**src/rtl/flash_regs_pkg.sv**
```systemverilog
// Constants, register map and pin bundle of the flash LED control registers
package flash_regs_pkg;

    // Register addresses
    localparam logic [7:0] ADDR_DC_LIGHT = 8'h01;
    localparam logic [7:0] ADDR_FLASH_CURRENT = 8'h02;
    localparam logic [7:0] ADDR_TIMER_STROBE = 8'h03;
    localparam logic [7:0] ADDR_POWER_THERMAL = 8'h04;

    // Values after reset
    localparam logic [7:0] RST_FLASH_CURRENT = 8'h03;
    localparam logic [7:0] RST_TIMER_STROBE = 8'hC1;
    localparam logic [7:0] RST_POWER_THERMAL = 8'h00;

    // Field positions, flash current register
    localparam int FC_VMODE_BIT = 7;
    localparam int FC_MODE_LSB = 5;
    localparam int FC_OUTER_LSB = 3;
    localparam int FC_CENTRE_LSB = 0;
    // Field positions, timer and strobe register
    localparam int TS_DUR_LSB = 5;
    localparam int TS_FAIL_BIT = 4;
    localparam int TS_RANGE_BIT = 3;
    localparam int TS_TRIG_BIT = 2;
    localparam int TS_START_BIT = 1;
    localparam int TS_BLANK_BIT = 0;
    // Field positions, power and thermal register
    localparam int PT_PG_BIT = 7;
    localparam int PT_TEMP_LSB = 5;
    localparam int PT_INDUCTOR_LIMIT_SELECT_BIT = 4;

    // Operating modes
    localparam logic [1:0] MODE_SHUTDOWN = 2'h0;
    localparam logic [1:0] MODE_DC_LIGHT = 2'h1;
    localparam logic [1:0] MODE_DC_FLASH = 2'h2;
    localparam logic [1:0] MODE_VOLTAGE = 2'h3;

    // Die temperature code for tripped thermal shutdown
    localparam logic [1:0] TEMP_SHUTDOWN = 2'h3;

    // Timebase: one tick is 0.1 ms
    localparam int CLK_PERIOD_NS = 4;
    localparam int TICK_NS = 100000;
    localparam int TICK_CYCLES_DEF = TICK_NS / CLK_PERIOD_NS;
    // DC light refresh time-out, 11.2 s, in ticks
    localparam int DCL_TIMEOUT_MS_X10 = 112000;
    localparam logic [16:0] DCL_TIMEOUT_TICKS = 17'(DCL_TIMEOUT_MS_X10);

    // Inductor current limits in mA
    localparam logic [10:0] INDUCTOR_LIMIT_SELECT_LOW_MA = 11'd1250;
    localparam logic [10:0] INDUCTOR_LIMIT_SELECT_HIGH_MA = 11'd1750;
    localparam logic [10:0] INDUCTOR_LIMIT_SELECT_LOW_CUT_MA = 11'd250;
    localparam logic [10:0] INDUCTOR_LIMIT_SELECT_HIGH_CUT_MA = 11'd500;

    // Pin inputs from outside the clock domain
    typedef struct packed {
        logic voltage_mode_pin;
        logic high_current_select_pin;
        logic blanking_pin;
        logic strobe_pin;
        logic led_fault;
        logic power_good;
        logic thermal_trip;
        logic [1:0] temp_band;
    } pin_in_s;

    localparam int PIN_W = $bits(pin_in_s);

    // Register access port from the serial bus engine
    typedef struct packed {
        logic wr_en;
        logic rd_en;
        logic [7:0] addr;
        logic [7:0] wdata;
    } reg_req_s;

    typedef enum logic [1:0] {
        ST_IDLE = 2'b01,
        ST_FLASH = 2'b10
    } strobe_state_e;

endpackage

```
**src/rtl/pin_sync.sv**
```systemverilog
// Two-stage synchroniser bank for asynchronous pin inputs
`timescale 1ns/1ns
module pin_sync #(
    parameter int WIDTH = 1
) (
    input wire logic ref_clk,
    input wire logic rst,
    input wire logic [WIDTH-1:0] async_in,
    output logic [WIDTH-1:0] sync_out
);

    // One synchroniser per bit
    genvar i;
    generate
        for (i = 0; i < WIDTH; i++) begin : g_bit
            logic meta_q;
            logic sync_q;
            always_ff @(posedge ref_clk or posedge rst) begin
                if (rst) begin
                    meta_q <= 1'b0;
                    sync_q <= 1'b0;
                end else begin
                    meta_q <= async_in[i];
                    sync_q <= meta_q;
                end
            end
            assign sync_out[i] = sync_q;
        end
    endgenerate

endmodule

```
**src/rtl/flash_led_regs.sv**
```systemverilog
// Flash LED driver control and status registers with strobe timer
//
// Behaviour
// - Voltage-mode bit reads live pin level
// - Flash current codes use pin-selected table
// - Duration field picks timer length, range bit the long or short table
// - Bit three: range on write, time-out on read
// - Time-out set on expiry, cleared on restart
// - LED failure flag sticky, cleared on read
// - Trigger bit: level or edge, mode 10
// - Writing start one begins flash strobe in mode 01, and in mode 10 unless trigger bit is level and strobe pin low
// - Start bit reads strobe in progress
// - Blanking enable cuts current while pin high
// - Blanking event flag sticky, cleared on read
// - Power-good bit routes signal to GPIO
// - Power-good reads regulation status
// - Temperature band, shutdown code cleared on read
// - Limit bit writable only before first operation
// - Current limit from bit and two pins
// - Mode field encodes four operating modes
// - Mode expires unless refreshed within 11.2 s
// - Mode write through either register updates both
`timescale 1ns/1ns
module flash_led_regs #(
    parameter int TICK_CYCLES = flash_regs_pkg::TICK_CYCLES_DEF
) (
    input wire logic ref_clk,
    input wire logic rst,
    input flash_regs_pkg::reg_req_s req,
    input flash_regs_pkg::pin_in_s pins,
    input wire logic gpio_port_value,
    output logic [7:0] rdata,
    output logic [1:0] mode,
    output logic voltage_mode,
    output logic flash_active,
    output logic [10:0] outer_current_ma,
    output logic [10:0] centre_current_ma,
    output logic blank_cut,
    output logic [10:0] current_limit_ma,
    output logic gpio_out
);

    // Flash current for the outer LEDs, by code and table
    function automatic logic [10:0] outer_ma(input logic hc, input logic [1:0] code);
        logic [10:0] ma;
        ma = 11'd0;
        case ({hc, code})
            3'h0: ma = 11'd250;
            3'h1: ma = 11'd300;
            3'h2: ma = 11'd350;
            3'h3: ma = 11'd400;
            3'h4: ma = 11'd600;
            3'h5: ma = 11'd700;
            3'h6: ma = 11'd800;
            default: ma = 11'd925;
        endcase
        return ma;
    endfunction

    // Flash current for the centre LED, by code and table
    function automatic logic [10:0] centre_ma(input logic hc, input logic [2:0] code);
        logic [10:0] ma;
        ma = 11'd0;
        case ({hc, code})
            4'h0: ma = 11'd275;
            4'h1: ma = 11'd300;
            4'h2: ma = 11'd350;
            4'h3: ma = 11'd450;
            4'h4: ma = 11'd550;
            4'h5: ma = 11'd600;
            4'h6: ma = 11'd700;
            4'h7: ma = 11'd800;
            4'h8: ma = 11'd650;
            4'h9: ma = 11'd700;
            4'hA: ma = 11'd825;
            4'hB: ma = 11'd1050;
            4'hC: ma = 11'd1300;
            4'hD: ma = 11'd1400;
            4'hE: ma = 11'd1500;
            default: ma = 11'd1600;
        endcase
        return ma;
    endfunction

    // Safety timer length in 0.1 ms ticks
    function automatic logic [13:0] timer_ticks(input logic rng, input logic [2:0] code);
        logic [13:0] t;
        t = 14'd0;
        case ({rng, code})
            4'h0: t = 14'd682;
            4'h1: t = 14'd1022;
            4'h2: t = 14'd1363;
            4'h3: t = 14'd1704;
            4'h4: t = 14'd2045;
            4'h5: t = 14'd3408;
            4'h6: t = 14'd5793;
            4'h7: t = 14'd8520;
            4'h8: t = 14'd53;
            4'h9: t = 14'd107;
            4'hA: t = 14'd160;
            4'hB: t = 14'd213;
            4'hC: t = 14'd266;
            4'hD: t = 14'd320;
            4'hE: t = 14'd373;
            default: t = 14'd2077;
        endcase
        return t;
    endfunction

    flash_regs_pkg::pin_in_s pin_s;
    logic [flash_regs_pkg::PIN_W-1:0] pin_sync_vec;
    logic strobe_pin_prev_q;
    logic strobe_rise;

    logic [1:0] mode_q;
    logic [1:0] outer_code_q;
    logic [2:0] centre_code_q;
    logic [2:0] dur_q;
    logic range_q;
    logic trig_edge_q;
    logic blank_en_q;
    logic pg_route_q;
    logic inductor_limit_select_q;
    logic op_started_q;

    logic timeout_q;
    logic fail_flag_q;
    logic blank_flag_q;
    logic thermal_flag_q;

    logic [31:0] tick_cnt_q;
    logic tick;
    logic [16:0] dcl_cnt_q;
    logic [13:0] timer_q;
    flash_regs_pkg::strobe_state_e state_q;

    logic wr_fc;
    logic wr_ts;
    logic wr_pt;
    logic wr_mode;
    logic rd_ts;
    logic rd_pt;
    logic mode_expire;
    logic start_req;
    logic strobe_end;

    pin_sync #(
        .WIDTH(flash_regs_pkg::PIN_W)
    ) u_pin_sync (
        .ref_clk(ref_clk),
        .rst(rst),
        .async_in(pins),
        .sync_out(pin_sync_vec)
    );
    assign pin_s = flash_regs_pkg::pin_in_s'(pin_sync_vec);

    // Register access decode
    always_comb begin
        wr_fc = 1'b0;
        wr_ts = 1'b0;
        wr_pt = 1'b0;
        wr_mode = 1'b0;
        rd_ts = 1'b0;
        rd_pt = 1'b0;
        if (req.addr == flash_regs_pkg::ADDR_DC_LIGHT) begin
            wr_mode = req.wr_en;
        end else if (req.addr == flash_regs_pkg::ADDR_FLASH_CURRENT) begin
            wr_fc = req.wr_en;
            wr_mode = req.wr_en;
        end else if (req.addr == flash_regs_pkg::ADDR_TIMER_STROBE) begin
            wr_ts = req.wr_en;
            rd_ts = req.rd_en;
        end else if (req.addr == flash_regs_pkg::ADDR_POWER_THERMAL) begin
            wr_pt = req.wr_en;
            rd_pt = req.rd_en;
        end
    end

    // Divider giving one enable pulse per 0.1 ms
    always_ff @(posedge ref_clk or posedge rst) begin
        if (rst) begin
            tick_cnt_q <= 32'h0;
        end else if (tick) begin
            tick_cnt_q <= 32'h0;
        end else begin
            tick_cnt_q <= tick_cnt_q + 32'h1;
        end
    end
    assign tick = (tick_cnt_q == 32'(TICK_CYCLES - 1));

    // DC light refresh watchdog
    always_ff @(posedge ref_clk or posedge rst) begin
        if (rst) begin
            dcl_cnt_q <= 17'h0;
        end else if (wr_mode || mode_q == flash_regs_pkg::MODE_SHUTDOWN) begin
            dcl_cnt_q <= 17'h0;
        end else if (tick) begin
            dcl_cnt_q <= dcl_cnt_q + 17'h1;
        end
    end
    assign mode_expire = (dcl_cnt_q >= flash_regs_pkg::DCL_TIMEOUT_TICKS);

    // Mode field shared by both current registers
    always_ff @(posedge ref_clk or posedge rst) begin
        if (rst) begin
            mode_q <= flash_regs_pkg::RST_FLASH_CURRENT[flash_regs_pkg::FC_MODE_LSB +: 2];
        end else if (wr_mode) begin
            mode_q <= req.wdata[flash_regs_pkg::FC_MODE_LSB +: 2];
        end else if (mode_expire) begin
            mode_q <= flash_regs_pkg::MODE_SHUTDOWN;
        end
    end

    // Flash current codes
    always_ff @(posedge ref_clk or posedge rst) begin
        if (rst) begin
            outer_code_q <= flash_regs_pkg::RST_FLASH_CURRENT[flash_regs_pkg::FC_OUTER_LSB +: 2];
            centre_code_q <= flash_regs_pkg::RST_FLASH_CURRENT[flash_regs_pkg::FC_CENTRE_LSB +: 3];
        end else if (wr_fc) begin
            outer_code_q <= req.wdata[flash_regs_pkg::FC_OUTER_LSB +: 2];
            centre_code_q <= req.wdata[flash_regs_pkg::FC_CENTRE_LSB +: 3];
        end
    end

    // Timer and strobe control bits; range is write-only
    always_ff @(posedge ref_clk or posedge rst) begin
        if (rst) begin
            dur_q <= flash_regs_pkg::RST_TIMER_STROBE[flash_regs_pkg::TS_DUR_LSB +: 3];
            range_q <= flash_regs_pkg::RST_TIMER_STROBE[flash_regs_pkg::TS_RANGE_BIT];
            trig_edge_q <= flash_regs_pkg::RST_TIMER_STROBE[flash_regs_pkg::TS_TRIG_BIT];
            blank_en_q <= flash_regs_pkg::RST_TIMER_STROBE[flash_regs_pkg::TS_BLANK_BIT];
        end else if (wr_ts) begin
            dur_q <= req.wdata[flash_regs_pkg::TS_DUR_LSB +: 3];
            range_q <= req.wdata[flash_regs_pkg::TS_RANGE_BIT];
            trig_edge_q <= req.wdata[flash_regs_pkg::TS_TRIG_BIT];
            blank_en_q <= req.wdata[flash_regs_pkg::TS_BLANK_BIT];
        end
    end

    // Operation-started latch and limit bit
    always_ff @(posedge ref_clk or posedge rst) begin
        if (rst) begin
            op_started_q <= 1'b0;
            inductor_limit_select_q <= flash_regs_pkg::RST_POWER_THERMAL[flash_regs_pkg::PT_INDUCTOR_LIMIT_SELECT_BIT];
            pg_route_q <= flash_regs_pkg::RST_POWER_THERMAL[flash_regs_pkg::PT_PG_BIT];
        end else begin
            if (mode_q != flash_regs_pkg::MODE_SHUTDOWN) begin
                op_started_q <= 1'b1;
            end
            if (wr_pt) begin
                pg_route_q <= req.wdata[flash_regs_pkg::PT_PG_BIT];
                if (!op_started_q) begin
                    inductor_limit_select_q <= req.wdata[flash_regs_pkg::PT_INDUCTOR_LIMIT_SELECT_BIT];
                end
            end
        end
    end

    // Strobe request sources and end conditions
    always_ff @(posedge ref_clk or posedge rst) begin
        if (rst) begin
            strobe_pin_prev_q <= 1'b0;
        end else begin
            strobe_pin_prev_q <= pin_s.strobe_pin;
        end
    end
    assign strobe_rise = pin_s.strobe_pin && !strobe_pin_prev_q;
    always_comb begin
        start_req = wr_ts && req.wdata[flash_regs_pkg::TS_START_BIT]
                    && (mode_q == flash_regs_pkg::MODE_DC_LIGHT || mode_q == flash_regs_pkg::MODE_DC_FLASH);
        if (mode_q == flash_regs_pkg::MODE_DC_FLASH && strobe_rise) begin
            start_req = 1'b1;
        end
        strobe_end = (mode_q == flash_regs_pkg::MODE_SHUTDOWN)
                     || (mode_q == flash_regs_pkg::MODE_DC_FLASH && !trig_edge_q && !pin_s.strobe_pin);
    end

    // Safety timer state machine
    always_ff @(posedge ref_clk or posedge rst) begin
        if (rst) begin
            state_q <= flash_regs_pkg::ST_IDLE;
            timer_q <= 14'h0;
        end else begin
            case (state_q)
                flash_regs_pkg::ST_IDLE: begin
                    if (start_req && !strobe_end) begin
                        state_q <= flash_regs_pkg::ST_FLASH;
                        // A start written with new timer fields uses those fields
                        timer_q <= timer_ticks(wr_ts ? req.wdata[flash_regs_pkg::TS_RANGE_BIT] : range_q,
                                               wr_ts ? req.wdata[flash_regs_pkg::TS_DUR_LSB +: 3] : dur_q);
                    end
                end
                flash_regs_pkg::ST_FLASH: begin
                    if (strobe_end || (tick && timer_q <= 14'h1)) begin
                        state_q <= flash_regs_pkg::ST_IDLE;
                    end else if (tick) begin
                        timer_q <= timer_q - 14'h1;
                    end
                end
                default: begin
                    state_q <= flash_regs_pkg::ST_IDLE;
                end
            endcase
        end
    end

    // Time-out flag: set on expiry, cleared by the next start
    always_ff @(posedge ref_clk or posedge rst) begin
        if (rst) begin
            timeout_q <= 1'b0;
        end else if (state_q == flash_regs_pkg::ST_FLASH && !strobe_end && tick && timer_q <= 14'h1) begin
            timeout_q <= 1'b1;
        end else if (state_q == flash_regs_pkg::ST_IDLE && start_req && !strobe_end) begin
            timeout_q <= 1'b0;
        end
    end

    // Sticky clear-on-read flags, set wins over the clearing read
    always_ff @(posedge ref_clk or posedge rst) begin
        if (rst) begin
            fail_flag_q <= 1'b0;
            blank_flag_q <= 1'b0;
            thermal_flag_q <= 1'b0;
        end else begin
            if (pin_s.led_fault) begin
                fail_flag_q <= 1'b1;
            end else if (rd_ts) begin
                fail_flag_q <= 1'b0;
            end
            if (blank_en_q && pin_s.blanking_pin) begin
                blank_flag_q <= 1'b1;
            end else if (rd_ts) begin
                blank_flag_q <= 1'b0;
            end
            if (pin_s.thermal_trip) begin
                thermal_flag_q <= 1'b1;
            end else if (rd_pt) begin
                thermal_flag_q <= 1'b0;
            end
        end
    end

    // Read data, registered on the read strobe; unmapped reads give zero
    always_ff @(posedge ref_clk or posedge rst) begin
        if (rst) begin
            rdata <= 8'h00;
        end else if (req.rd_en) begin
            if (req.addr == flash_regs_pkg::ADDR_FLASH_CURRENT) begin
                rdata <= {pin_s.voltage_mode_pin, mode_q, outer_code_q, centre_code_q};
            end else if (req.addr == flash_regs_pkg::ADDR_TIMER_STROBE) begin
                rdata <= {dur_q, fail_flag_q, timeout_q, trig_edge_q,
                          state_q == flash_regs_pkg::ST_FLASH, blank_flag_q};
            end else if (req.addr == flash_regs_pkg::ADDR_POWER_THERMAL) begin
                rdata <= {pin_s.power_good,
                          thermal_flag_q ? flash_regs_pkg::TEMP_SHUTDOWN : pin_s.temp_band,
                          inductor_limit_select_q, 4'h0};
            end else begin
                rdata <= 8'h00;
            end
        end
    end

    // Analog control outputs
    always_comb begin
        mode = mode_q;
        voltage_mode = pin_s.voltage_mode_pin || mode_q == flash_regs_pkg::MODE_VOLTAGE;
        flash_active = (state_q == flash_regs_pkg::ST_FLASH);
        outer_current_ma = outer_ma(pin_s.high_current_select_pin, outer_code_q);
        centre_current_ma = centre_ma(pin_s.high_current_select_pin, centre_code_q);
        blank_cut = blank_en_q && pin_s.blanking_pin;
        gpio_out = pg_route_q ? gpio_port_value : pin_s.power_good;
        if (pin_s.high_current_select_pin && pin_s.blanking_pin) begin
            current_limit_ma = inductor_limit_select_q ? flash_regs_pkg::INDUCTOR_LIMIT_SELECT_HIGH_CUT_MA : flash_regs_pkg::INDUCTOR_LIMIT_SELECT_LOW_CUT_MA;
        end else begin
            current_limit_ma = inductor_limit_select_q ? flash_regs_pkg::INDUCTOR_LIMIT_SELECT_HIGH_MA : flash_regs_pkg::INDUCTOR_LIMIT_SELECT_LOW_MA;
        end
    end

endmodule

```
**config.mk**
```make
export PLATFORM = sky130hd
export DESIGN_NAME = flash_led_regs
export DESIGN_NICKNAME = d
export VERILOG_FILES = /design/src/rtl/flash_regs_pkg.sv /design/src/rtl/pin_sync.sv /design/src/rtl/flash_led_regs.sv
export SDC_FILE = /design/constraint.sdc
export NUM_CORES = 1
export LEC_CHECK = 0
export BUFFER_PORTS_ARGS = -buffer_cell sky130_fd_sc_hd__buf_4
export CORE_ASPECT_RATIO = 0.5
export CORE_MARGIN = 2
export CORE_UTILIZATION = 50
export CTS_BUF_LIST = sky130_fd_sc_hd__clkbuf_16
export CTS_CLUSTER_DIAMETER = 60
export DETAILED_ROUTE_END_ITERATION = 8
export MAX_ROUTING_LAYER = met4
export PLACE_DENSITY = 0.82
export RECOVER_POWER = 100
export SYNTH_ARGS = -nofsm -noshare
export SYNTH_HDL_FRONTEND = slang
export SYNTH_SLANG_ARGS = --single-unit
```
**constraint.sdc**
```tcl
create_clock -name ref_clk -period 9.45 [get_ports ref_clk]
set_input_delay 0.4725 -clock ref_clk [delete_from_list [all_inputs] [get_ports ref_clk]]
set_output_delay 0.4725 -clock ref_clk [all_outputs]
set_load 0.02 [all_outputs]
```
==> results of run 1 <==
-- kinds of logic (layout without fill, tap and decap cells) --
group,count (synthesis),in the layout,share of synthesized area
other cells,2,4,0.00125
mux,28,28,0.0537
simple gates,252,252,0.207
xor+xnor,50,50,0.0728
buf+inv,53,117,0.0389
fa+ha+maj,21,21,0.0437
flops,112,112,0.467
compound gates,106,106,0.116
-- per-stage QoR --
stage | instance area [µm²] | worst slack, ps | util | total power, mW | hold WS, ps
after floorplan | 6020 | 6030 | - | 0.610 | 331
after global placement | 6660 | 5780 | 0.566 | 0.658 | 334
after detailed placement | 6660 | 5490 | 0.566 | 0.662 | 335
after CTS | 6960 | 5820 | 0.591 | 1.04 | 214
after global routing | 6760 | 4030 | 0.574 | 1.07 | 227
final | 6760 | 5060 | 0.574 | 1.03 | 238
-- flip-flops by register name, summed over array words and instances, names as in the netlist, 2 cells and up --
| register | flops |
|---|---|
| outer_code_q | 2 |
| state_q | 2 |
| rdata | 8 |
| tick_cnt_q | 32 |
| u_pin_sync.g_bit.meta_q | 9 |
| dur_q | 3 |
| mode | 2 |
| timer_q | 14 |
| centre_code_q | 3 |
| u_pin_sync.g_bit.sync_q | 9 |
| dcl_cnt_q | 17 |
-- routing by layer --
layer  GRT usage  up-vias
met5           -        -
met4      0.0745        0
met3      0.0470       29
met2       0.343      143
met1       0.280     2345
li1            -     2298
-- worst min-delay path by stage --
| stage | from | end | slack (ps) |
|---|---|---|---|
| after global placement | u_pin_sync.g_bit[2].meta_q | u_pin_sync.g_bit[2].sync_q | 330 |
| after global routing | pins[5] | u_pin_sync.g_bit[5].meta_q | 230 |
| final | pins[5] | u_pin_sync.g_bit[5].meta_q | 240 |
| after detailed placement | u_pin_sync.g_bit[2].meta_q | u_pin_sync.g_bit[2].sync_q | 330 |
| after CTS | pins[5] | u_pin_sync.g_bit[5].meta_q | 210 |
| after floorplan | u_pin_sync.g_bit[0].meta_q | u_pin_sync.g_bit[0].sync_q | 330 |
-- cells in the mapped netlist, drive strengths merged, types with 6 or more instances --
cell,instances
a21o,6
a21oi,19
a31oi,10
and2,6
and3,7
buf,9
clkbuf,20
dfrtp,106
dfstp,6
ha,21
inv,23
mux2,11
mux2i,17
nand2,55
nand2b,10
nand3,27
nand4,8
nor2,77
nor3,19
nor4,12
o21ai,35
or2,6
xnor2,34
xor2,16
-- cell type report --
type                       count  area [µm²]
inverter                      24        91.3
tap                          165         206
multi-input combinational    461        2930
clock inverter                 7        71.3
fill                        1029        5020
clock buffer                   9         225
sequential                   112        2810
timing repair buffer          77         417
-- power by group through the flow --
stage,clock (mW),combinational [mW],sequential [mW]
detailed placement,0,0.140,0.522
global route,0.408,0.142,0.516
global placement,0,0.137,0.522
finish,0.384,0.130,0.513
CTS,0.386,0.140,0.513
floorplan,0,0.0920,0.518
-- critical path, cell delays in order --
cell and delay (ps):
clkbuf_4 110, clkinvlp_2 1240, clkbuf_1 2290
==> impl_metrics.env, run 1 <==
export IMPL_cts_root_buf="clkbuf_16"
export IMPL_grt_pass1_vias=4489
export IMPL_hold_class="in2reg"
export IMPL_power_switching_share=0.271
export IMPL_yosys_area_top_type="dfrtp_1"
export IMPL_clock_sinks=112
export IMPL_cp_arrival_ps=4170
export IMPL_dp_cells=839
export IMPL_rsz0062_at_grt="no"
export IMPL_cp_max_fo=61
export IMPL_p_comb_frac=0.126
export IMPL_ys_types=66
export IMPL_setup_violations=0
export IMPL_ctsHoldBuffers=0
export IMPL_postRouteAntennaNets=0
export IMPL_vias=4815
export IMPL_clk_pin_slew_ps=70
export IMPL_p_leak_nw=2.99
export IMPL_row_count=28
export IMPL_r2r_end="timer_q[3]"
export IMPL_max_slew_margin=-1.08
export IMPL_period_share=0.465
export IMPL_die_area_um2=13000
export IMPL_hold_path_cell_count=1
export IMPL_wl_met1_mm=6.14
export IMPL_dr_wl_met2_mm=6.15
export IMPL_required_ps=9230
export IMPL_io_buffers=72
export IMPL_power_internal_mw=0.748
export IMPL_pwr_share_seq=0.500
export IMPL_endpoint="timer_q[3]"
export IMPL_synth_flop_cell="dfrtp_1"
export IMPL_io_pins=77
export IMPL_min_period_ps=4390
export IMPL_cap_viol_max_count=2
export IMPL_finalHoldViolCount=0
export IMPL_crit_path_start="rst"
export IMPL_initial_core_util=0.511
export IMPL_syn_area_um2=6010
export IMPL_clkLatencyLatePin_ps=360
export IMPL_synth_edff_count=0
export IMPL_detail_route_iter0_violations=364
export IMPL_synth_cells=624
export IMPL_end_kind="async pin"
export IMPL_ys_top_cells_by_area="dfrtp_1 (44%), xnor2_1 (5.0%), nor2_1 (4.8%)"
export IMPL_layout_nets=736
export IMPL_setup_tns_ps=0
export IMPL_synth_avg_cell_area_um2=9.64
export IMPL_timing_rr_start="tick_cnt_q[26]"
export IMPL_clockPowerShare=0.374
export IMPL_highest_layer="met4"
export IMPL_antenna_found_initial=0
export IMPL_h_tree_depth=3
export IMPL_max_freq_mhz=228
export IMPL_r2r_cells=7
export IMPL_yosys_register_bits=112
export IMPL_grt_max_degree=62
export IMPL_ys_seq_area_frac=0.467
export IMPL_die_h_um=81.5
export IMPL_die_w_um=159
export IMPL_cp_start_kind="input pin"
export IMPL_wl_per_cell_um=15.5
export IMPL_grt_pass1_wl_mm=21.9
export IMPL_cts_tree="done"
export IMPL_clockBufferDepth=2
export IMPL_ys_warnings_count=0
export IMPL_finalMaxSlewViolations=115
export IMPL_via_per_inst=5.63
export IMPL_numCtsBuffers=9
export IMPL_outcome="finished, violations left"
export IMPL_synth_top_area_share=0.441
export IMPL_ctsResizeCount=0
export IMPL_vdd_drop_max_uv=71.6
export IMPL_core_um2=11800
export IMPL_violations="capacitance limit, slew limit"
export IMPL_gp_congestion=0.910
export IMPL_fin_skew_ps=7.78
export IMPL_layout_commonest_cell="dfrtp_1"
export IMPL_power_density_nw_per_um2=152
export IMPL_grt_usage=0.216
export IMPL_area_growth_pct=12.3
export IMPL_grt_overflow=0
export IMPL_worst_slew_pin_slew_ps=3110
export IMPL_wl_mm=13.3
export IMPL_switchingPower_mw=0.279
export IMPL_antennaDiodeCount=0
export IMPL_mostFrequentLayoutCells="dfrtp_1 (106), nor2_1 (77), nand2_1 (55)"
export IMPL_postCtsSetupBuffers=0
export IMPL_rrSetupSlack_ps=6100
export IMPL_dr_wl_met3_um=728
export IMPL_drc=0
export IMPL_dr_pass1_iters=5
export IMPL_hpwl_mm=9.32
export IMPL_worstSetupPathType="in2async"
export IMPL_async_reset_ff_frac=1.00
export IMPL_final_layout_size_suffix_gt1_frac=0.107
export IMPL_instances_no_fill=855
Note: power is estimated with default switching activity, not from simulation.
==> run 2: changes to the inputs <==
PLACE_DENSITY = 0.85   (was 0.82)
clock period = 3.9 ns   (was 9.45 ns; I/O delays follow)
==> impl_metrics.env, run 2 (same netlist as run 1, synthesis figures left out) <==
export IMPL_grt_pass1_vias=4618
export IMPL_grt_max_degree=58
export IMPL_clk_pin_slew_ps=70
export IMPL_required_ps=4170
export IMPL_h_tree_depth=3
export IMPL_clockBufferDepth=2
export IMPL_power_switching_share=0.272
export IMPL_io_buffers=72
export IMPL_clockPowerShare=0.376
export IMPL_mostFrequentLayoutCells="dfrtp_1 (106), nor2_1 (77), nand2_1 (55)"
export IMPL_die_w_um=159
export IMPL_setup_tns_ps=0
export IMPL_reg_largest_list="tick_cnt_q: 32 flops, dcl_cnt_q: 17 flops, timer_q: 14 flops"
export IMPL_antenna_found_initial=0
export IMPL_grt_pass1_wl_mm=22.7
export IMPL_grt_usage=0.224
export IMPL_dr_pass1_iters=6
export IMPL_worst_slew_pin_slew_ps=2410
export IMPL_hold_class="in2reg"
export IMPL_max_freq_mhz=302
export IMPL_min_period_ps=3310
export IMPL_cap_viol_max_count=2
export IMPL_layout_nets=749
export IMPL_p_leak_nw=3.04
export IMPL_dr_wl_met2_mm=6.56
export IMPL_gp_congestion=0.944
export IMPL_via_per_inst=5.59
export IMPL_fin_skew_ps=9.21
export IMPL_dr_wl_met3_um=719
export IMPL_rsz0062_at_grt="no"
export IMPL_die_h_um=81.5
export IMPL_period_share=0.848
export IMPL_outcome="finished, violations left"
export IMPL_layout_commonest_cell="dfrtp_1"
export IMPL_highest_layer="met4"
export IMPL_finalMaxSlewViolations=58
export IMPL_hpwl_mm=9.58
export IMPL_largest_register="tick_cnt_q"
export IMPL_whs_ps=88.2
export IMPL_clkLatencyLatePin_ps=360
export IMPL_p_comb_frac=0.128
export IMPL_finalHoldViolCount=0
export IMPL_wl_mm=13.7
export IMPL_switchingPower_mw=0.683
export IMPL_largest_register_ffs=32
export IMPL_postCtsSetupBuffers=0
export IMPL_setup_violations=0
export IMPL_cp_start_kind="input pin"
export IMPL_io_pins=77
export IMPL_core_um2=11800
export IMPL_fill_cells=993
export IMPL_max_slew_margin=-0.614
export IMPL_power_density_nw_per_um2=365
export IMPL_fin_util=0.585
export IMPL_power_internal_mw=1.83
export IMPL_vias=4849
export IMPL_cts_tree="done"
export IMPL_antennaDiodeCount=0
export IMPL_cp_max_fo=16
export IMPL_pwr_share_seq=0.496
export IMPL_violations="capacitance limit, slew limit"
export IMPL_cp_arrival_ps=3580
export IMPL_dpl_cell_area_um2=6690
export IMPL_detail_route_iter0_violations=483
export IMPL_grt_overflow=0
export IMPL_final_layout_size_suffix_gt1_frac=0.110
export IMPL_postRouteAntennaNets=0
export IMPL_die_area_um2=13000
export IMPL_clock_sinks=112
export IMPL_end_kind="flop"
export IMPL_area_growth_pct=14.5
export IMPL_final_cell_area_um2=6880
export IMPL_cts_root_buf="clkbuf_16"
export IMPL_instances_no_fill=868
export IMPL_dp_cells=842
export IMPL_wl_met1_mm=6.10
export IMPL_vdd_drop_max_uv=247
export IMPL_wl_per_cell_um=15.8
export IMPL_worstSetupPathType="in2reg"
export IMPL_drc=0
export IMPL_numCtsBuffers=9
export IMPL_initial_core_util=0.511
export IMPL_row_count=28
[run 2: cell types whose count changed in the layout (fill, tap and decap cells not counted), sizes merged]
cell         previous run  this run
inv                    25        23
dlygate4sd3             0        10
buf                    23        25
clkbuf                 63        64
clkinv                  3         5
[run 2: worst paths after layout]
path                                       startpoint                          to  slack [ps]  cells after the start
hold reg to reg            u_pin_sync.g_bit[8].meta_q  u_pin_sync.g_bit[8].sync_q         340                      0
setup reg to reg                           state_q[0]                  timer_q[7]        1140                      6
hold / removal                                 req[0]                  blank_en_q          90                      2
setup / recovery                              req[13]                  timer_q[7]         590                      9
max in group asynchronous                         rst                  timer_q[4]        1160                      4
min in group asynchronous                         rst  u_pin_sync.g_bit[2].sync_q        1060                      3
[run 2: what timing repair did]
action / 4_1_cts / 5_1_grt
hold endpoints to repair: 61 / 0
endpoints found under the setup margin: 0 / 0
resized for setup: 0 / 0
hold buffers: 10 / 0
[run 2: layer usage]
| layer | vias to the layer above | GRT usage |
|---|---|---|
| met1 | 2358 | 0.280 |
| met5 | - | - |
| met2 | 144 | 0.371 |
| met3 | 32 | 0.0460 |
| met4 | 0 | 0.0773 |
| li1 | 2315 | - |
[run 2: critical path: stages]
cell and delay, ps:
clkbuf_4 100, or4_1 620, or3_1 470, clkbuf_1 410, mux2i_1 730, inv_1 270, nor3_1 460, a311oi_1 120
o21ai_1 200
[run 2: area by class of cell]
cell class,count,area (µm²),area share
well taps,165,206,0.0300
inverters,24,91.3,0.0133
clock buffers,9,225,0.0327
clock inverters,7,82.6,0.0120
repair buffers,90,537,0.0780
multi-input cells,461,2930,0.426
flip-flops and latches,112,2810,0.408
[run 2: metrics by stage]
step | power [mW] | worst slack [ps]
final | 2.51 | 594
after global routing | 2.61 | 401
after CTS | 2.56 | 1020
after detailed placement | 1.61 | 668
after global placement | 1.59 | 905
after floorplan | 1.48 | 756
[run 2: power by group through the flow]
stage / sequential [mW] / clock (mW) / combinational, mW
2_1_floorplan: 1.26 / 0 / 0.223
3_3_place_gp: 1.26 / 0 / 0.331
3_5_place_dp: 1.27 / 0 / 0.339
4_1_cts: 1.24 / 0.961 / 0.350
5_1_grt: 1.25 / 1.01 / 0.356
6_report: 1.24 / 0.944 / 0.321
==> run 3: changes to the inputs <==
PLACE_DENSITY = 0.82   (was 0.85)
clock period = 3.1 ns   (was 3.9 ns; I/O delays follow)
==> impl_metrics.env, run 3 (same netlist as run 1, synthesis figures left out) <==
export IMPL_clk_pin_slew_ps=80
export IMPL_power_internal_mw=2.22
export IMPL_die_w_um=159
export IMPL_cts_root_buf="clkbuf_16"
export IMPL_io_pins=77
export IMPL_clock_sinks=112
export IMPL_largest_register="tick_cnt_q"
export IMPL_power_density_nw_per_um2=447
export IMPL_setup_violations=0
export IMPL_wl_per_cell_um=15.8
export IMPL_drc=0
export IMPL_cap_viol_max_count=1
export IMPL_numCtsBuffers=9
export IMPL_timing_rr_start="tick_cnt_q[3]"
export IMPL_dr_pass1_iters=6
export IMPL_grt_max_degree=41
export IMPL_grt_pass1_vias=4740
export IMPL_die_h_um=81.5
export IMPL_hpwl_mm=9.83
export IMPL_whs_ps=52.1
export IMPL_mostFrequentLayoutCells="dfrtp_1 (106), nor2_1 (77), nand2_1 (55)"
export IMPL_hold_path_cell_count=2
export IMPL_fill_cells=985
export IMPL_grt_usage=0.226
export IMPL_area_growth_pct=15.1
export IMPL_grt_pass1_wl_mm=23.0
export IMPL_power_switching_share=0.281
export IMPL_r2r_end="timer_q[3]"
export IMPL_max_slew_margin=-0.103
export IMPL_max_freq_mhz=358
export IMPL_worstHoldStart="req[6]"
export IMPL_finalHoldViolCount=0
export IMPL_rrSetupSlack_ps=320
export IMPL_worst_slew_pin_slew_ps=1650
export IMPL_wl_mm=13.8
export IMPL_vias=4907
export IMPL_fin_skew_ps=9.92
export IMPL_rsz0062_at_grt="no"
export IMPL_required_ps=3310
export IMPL_clockBufferDepth=2
export IMPL_row_count=28
export IMPL_p_comb_frac=0.136
export IMPL_period_share=0.901
export IMPL_end_kind="flop"
export IMPL_postRouteAntennaNets=0
export IMPL_pwr_share_seq=0.504
export IMPL_vdd_drop_max_uv=252
export IMPL_switchingPower_mw=0.870
export IMPL_h_tree_depth=3
export IMPL_cp_start_kind="input pin"
export IMPL_finalMaxSlewViolations=41
export IMPL_antenna_found_initial=0
export IMPL_layout_nets=755
export IMPL_gp_congestion=0.936
export IMPL_die_area_um2=13000
export IMPL_hold_class="in2reg"
export IMPL_antennaDiodeCount=0
export IMPL_worstSetupPathType="in2reg"
export IMPL_setup_tns_ps=0
export IMPL_grt_overflow=0
export IMPL_min_to="mode[1]"
export IMPL_clockPowerShare=0.359
export IMPL_min_period_ps=2790
export IMPL_cp_max_fo=16
export IMPL_clkLatencyLatePin_ps=350
export IMPL_outcome="finished, violations left"
export IMPL_via_per_inst=5.61
export IMPL_detail_route_iter0_violations=485
export IMPL_reg_largest_list="tick_cnt_q: 32 flops, dcl_cnt_q: 17 flops, timer_q: 14 flops"
export IMPL_final_layout_size_suffix_gt1_frac=0.116
export IMPL_seq_area_um2=2810
export IMPL_p_leak_nw=3.04
export IMPL_cts_tree="done"
export IMPL_io_buffers=72
export IMPL_finalPower_mw=3.09
export IMPL_r2r_cells=7
export IMPL_violations="capacitance limit, slew limit"
export IMPL_multi_input_comb_area_um2=2970
export IMPL_largest_register_ffs=32
export IMPL_initial_core_util=0.511
export IMPL_layout_commonest_cell="dfrtp_1"
export IMPL_cp_arrival_ps=3000
export IMPL_core_um2=11800
## run 3: power by group through the flow
stage / Combinational, mW / Clock, mW / Sequential [mW]
floorplan: 0.281 / 0 / 1.58
global placement: 0.431 / 0 / 1.59
detailed placement: 0.441 / 0 / 1.59
CTS: 0.453 / 1.13 / 1.56
global route: 0.464 / 1.18 / 1.57
finish: 0.421 / 1.11 / 1.56
## run 3: worst max path at each step
stage             startpoint          to  slack (ps)  cells after the start
2_1_floorplan        req[13]  timer_q[8]         380                     10
3_3_place_gp         req[13]  timer_q[5]         280                     10
3_5_place_dp         req[13]  timer_q[5]         230                     10
4_1_cts           timer_q[8]  timer_q[1]         250                      7
5_1_grt        tick_cnt_q[3]  timer_q[3]         150                      7
6_report             req[13]  timer_q[0]         310                      9
## run 3: what timing repair did
item	in CTS	in global routing
setup endpoints to repair	0	2
gates resized for setup	0	1
setup buffers	0	0
hold buffers	10	0
hold endpoints to repair	13	0
## run 3: per-stage QoR
| step | cell area (µm²) | setup WS, ps | std cells | util |
|---|---|---|---|---|
| floorplan | 6020 | 376 | 626 | - |
| global placement | 6760 | 281 | 848 | 0.574 |
| detailed placement | 6760 | 231 | 848 | 0.574 |
| CTS | 7140 | 249 | 874 | 0.607 |
| global route | 6920 | 154 | 874 | 0.588 |
| finish | 6920 | 308 | 874 | 0.588 |
## run 3: metal layers
metal,GRT usage,wire [µm],share of wire,up-vias
li1,-,-,-,2328
met1,0.281,6270,0.45,2394
met2,0.381,6630,0.48,159
met3,0.0379,625,0.045,26
met4,0.0891,284,0.021,0
met5,-,0,0,-
## run 3: worst max-delay path, stage by stage
cell      delay [ps]
clkbuf_4         110
or4_1            580
or3_1            450
clkbuf_1         450
mux2i_4          390
inv_2            230
mux2_4           320
a221oi_2         240
a211oi_1          80
## run 3: final cells by class
| cell class | count | share of cell area |
|---|---|---|
| Multi-Input combinational cell | 461 | 0.429 |
| Sequential cell | 112 | 0.406 |
| Inverter | 24 | 0.0132 |
| Timing Repair Buffer | 96 | 0.0810 |
| Clock inverter | 7 | 0.00832 |
| Tap cell | 165 | 0.0298 |
| Clock buffer | 9 | 0.0325 |
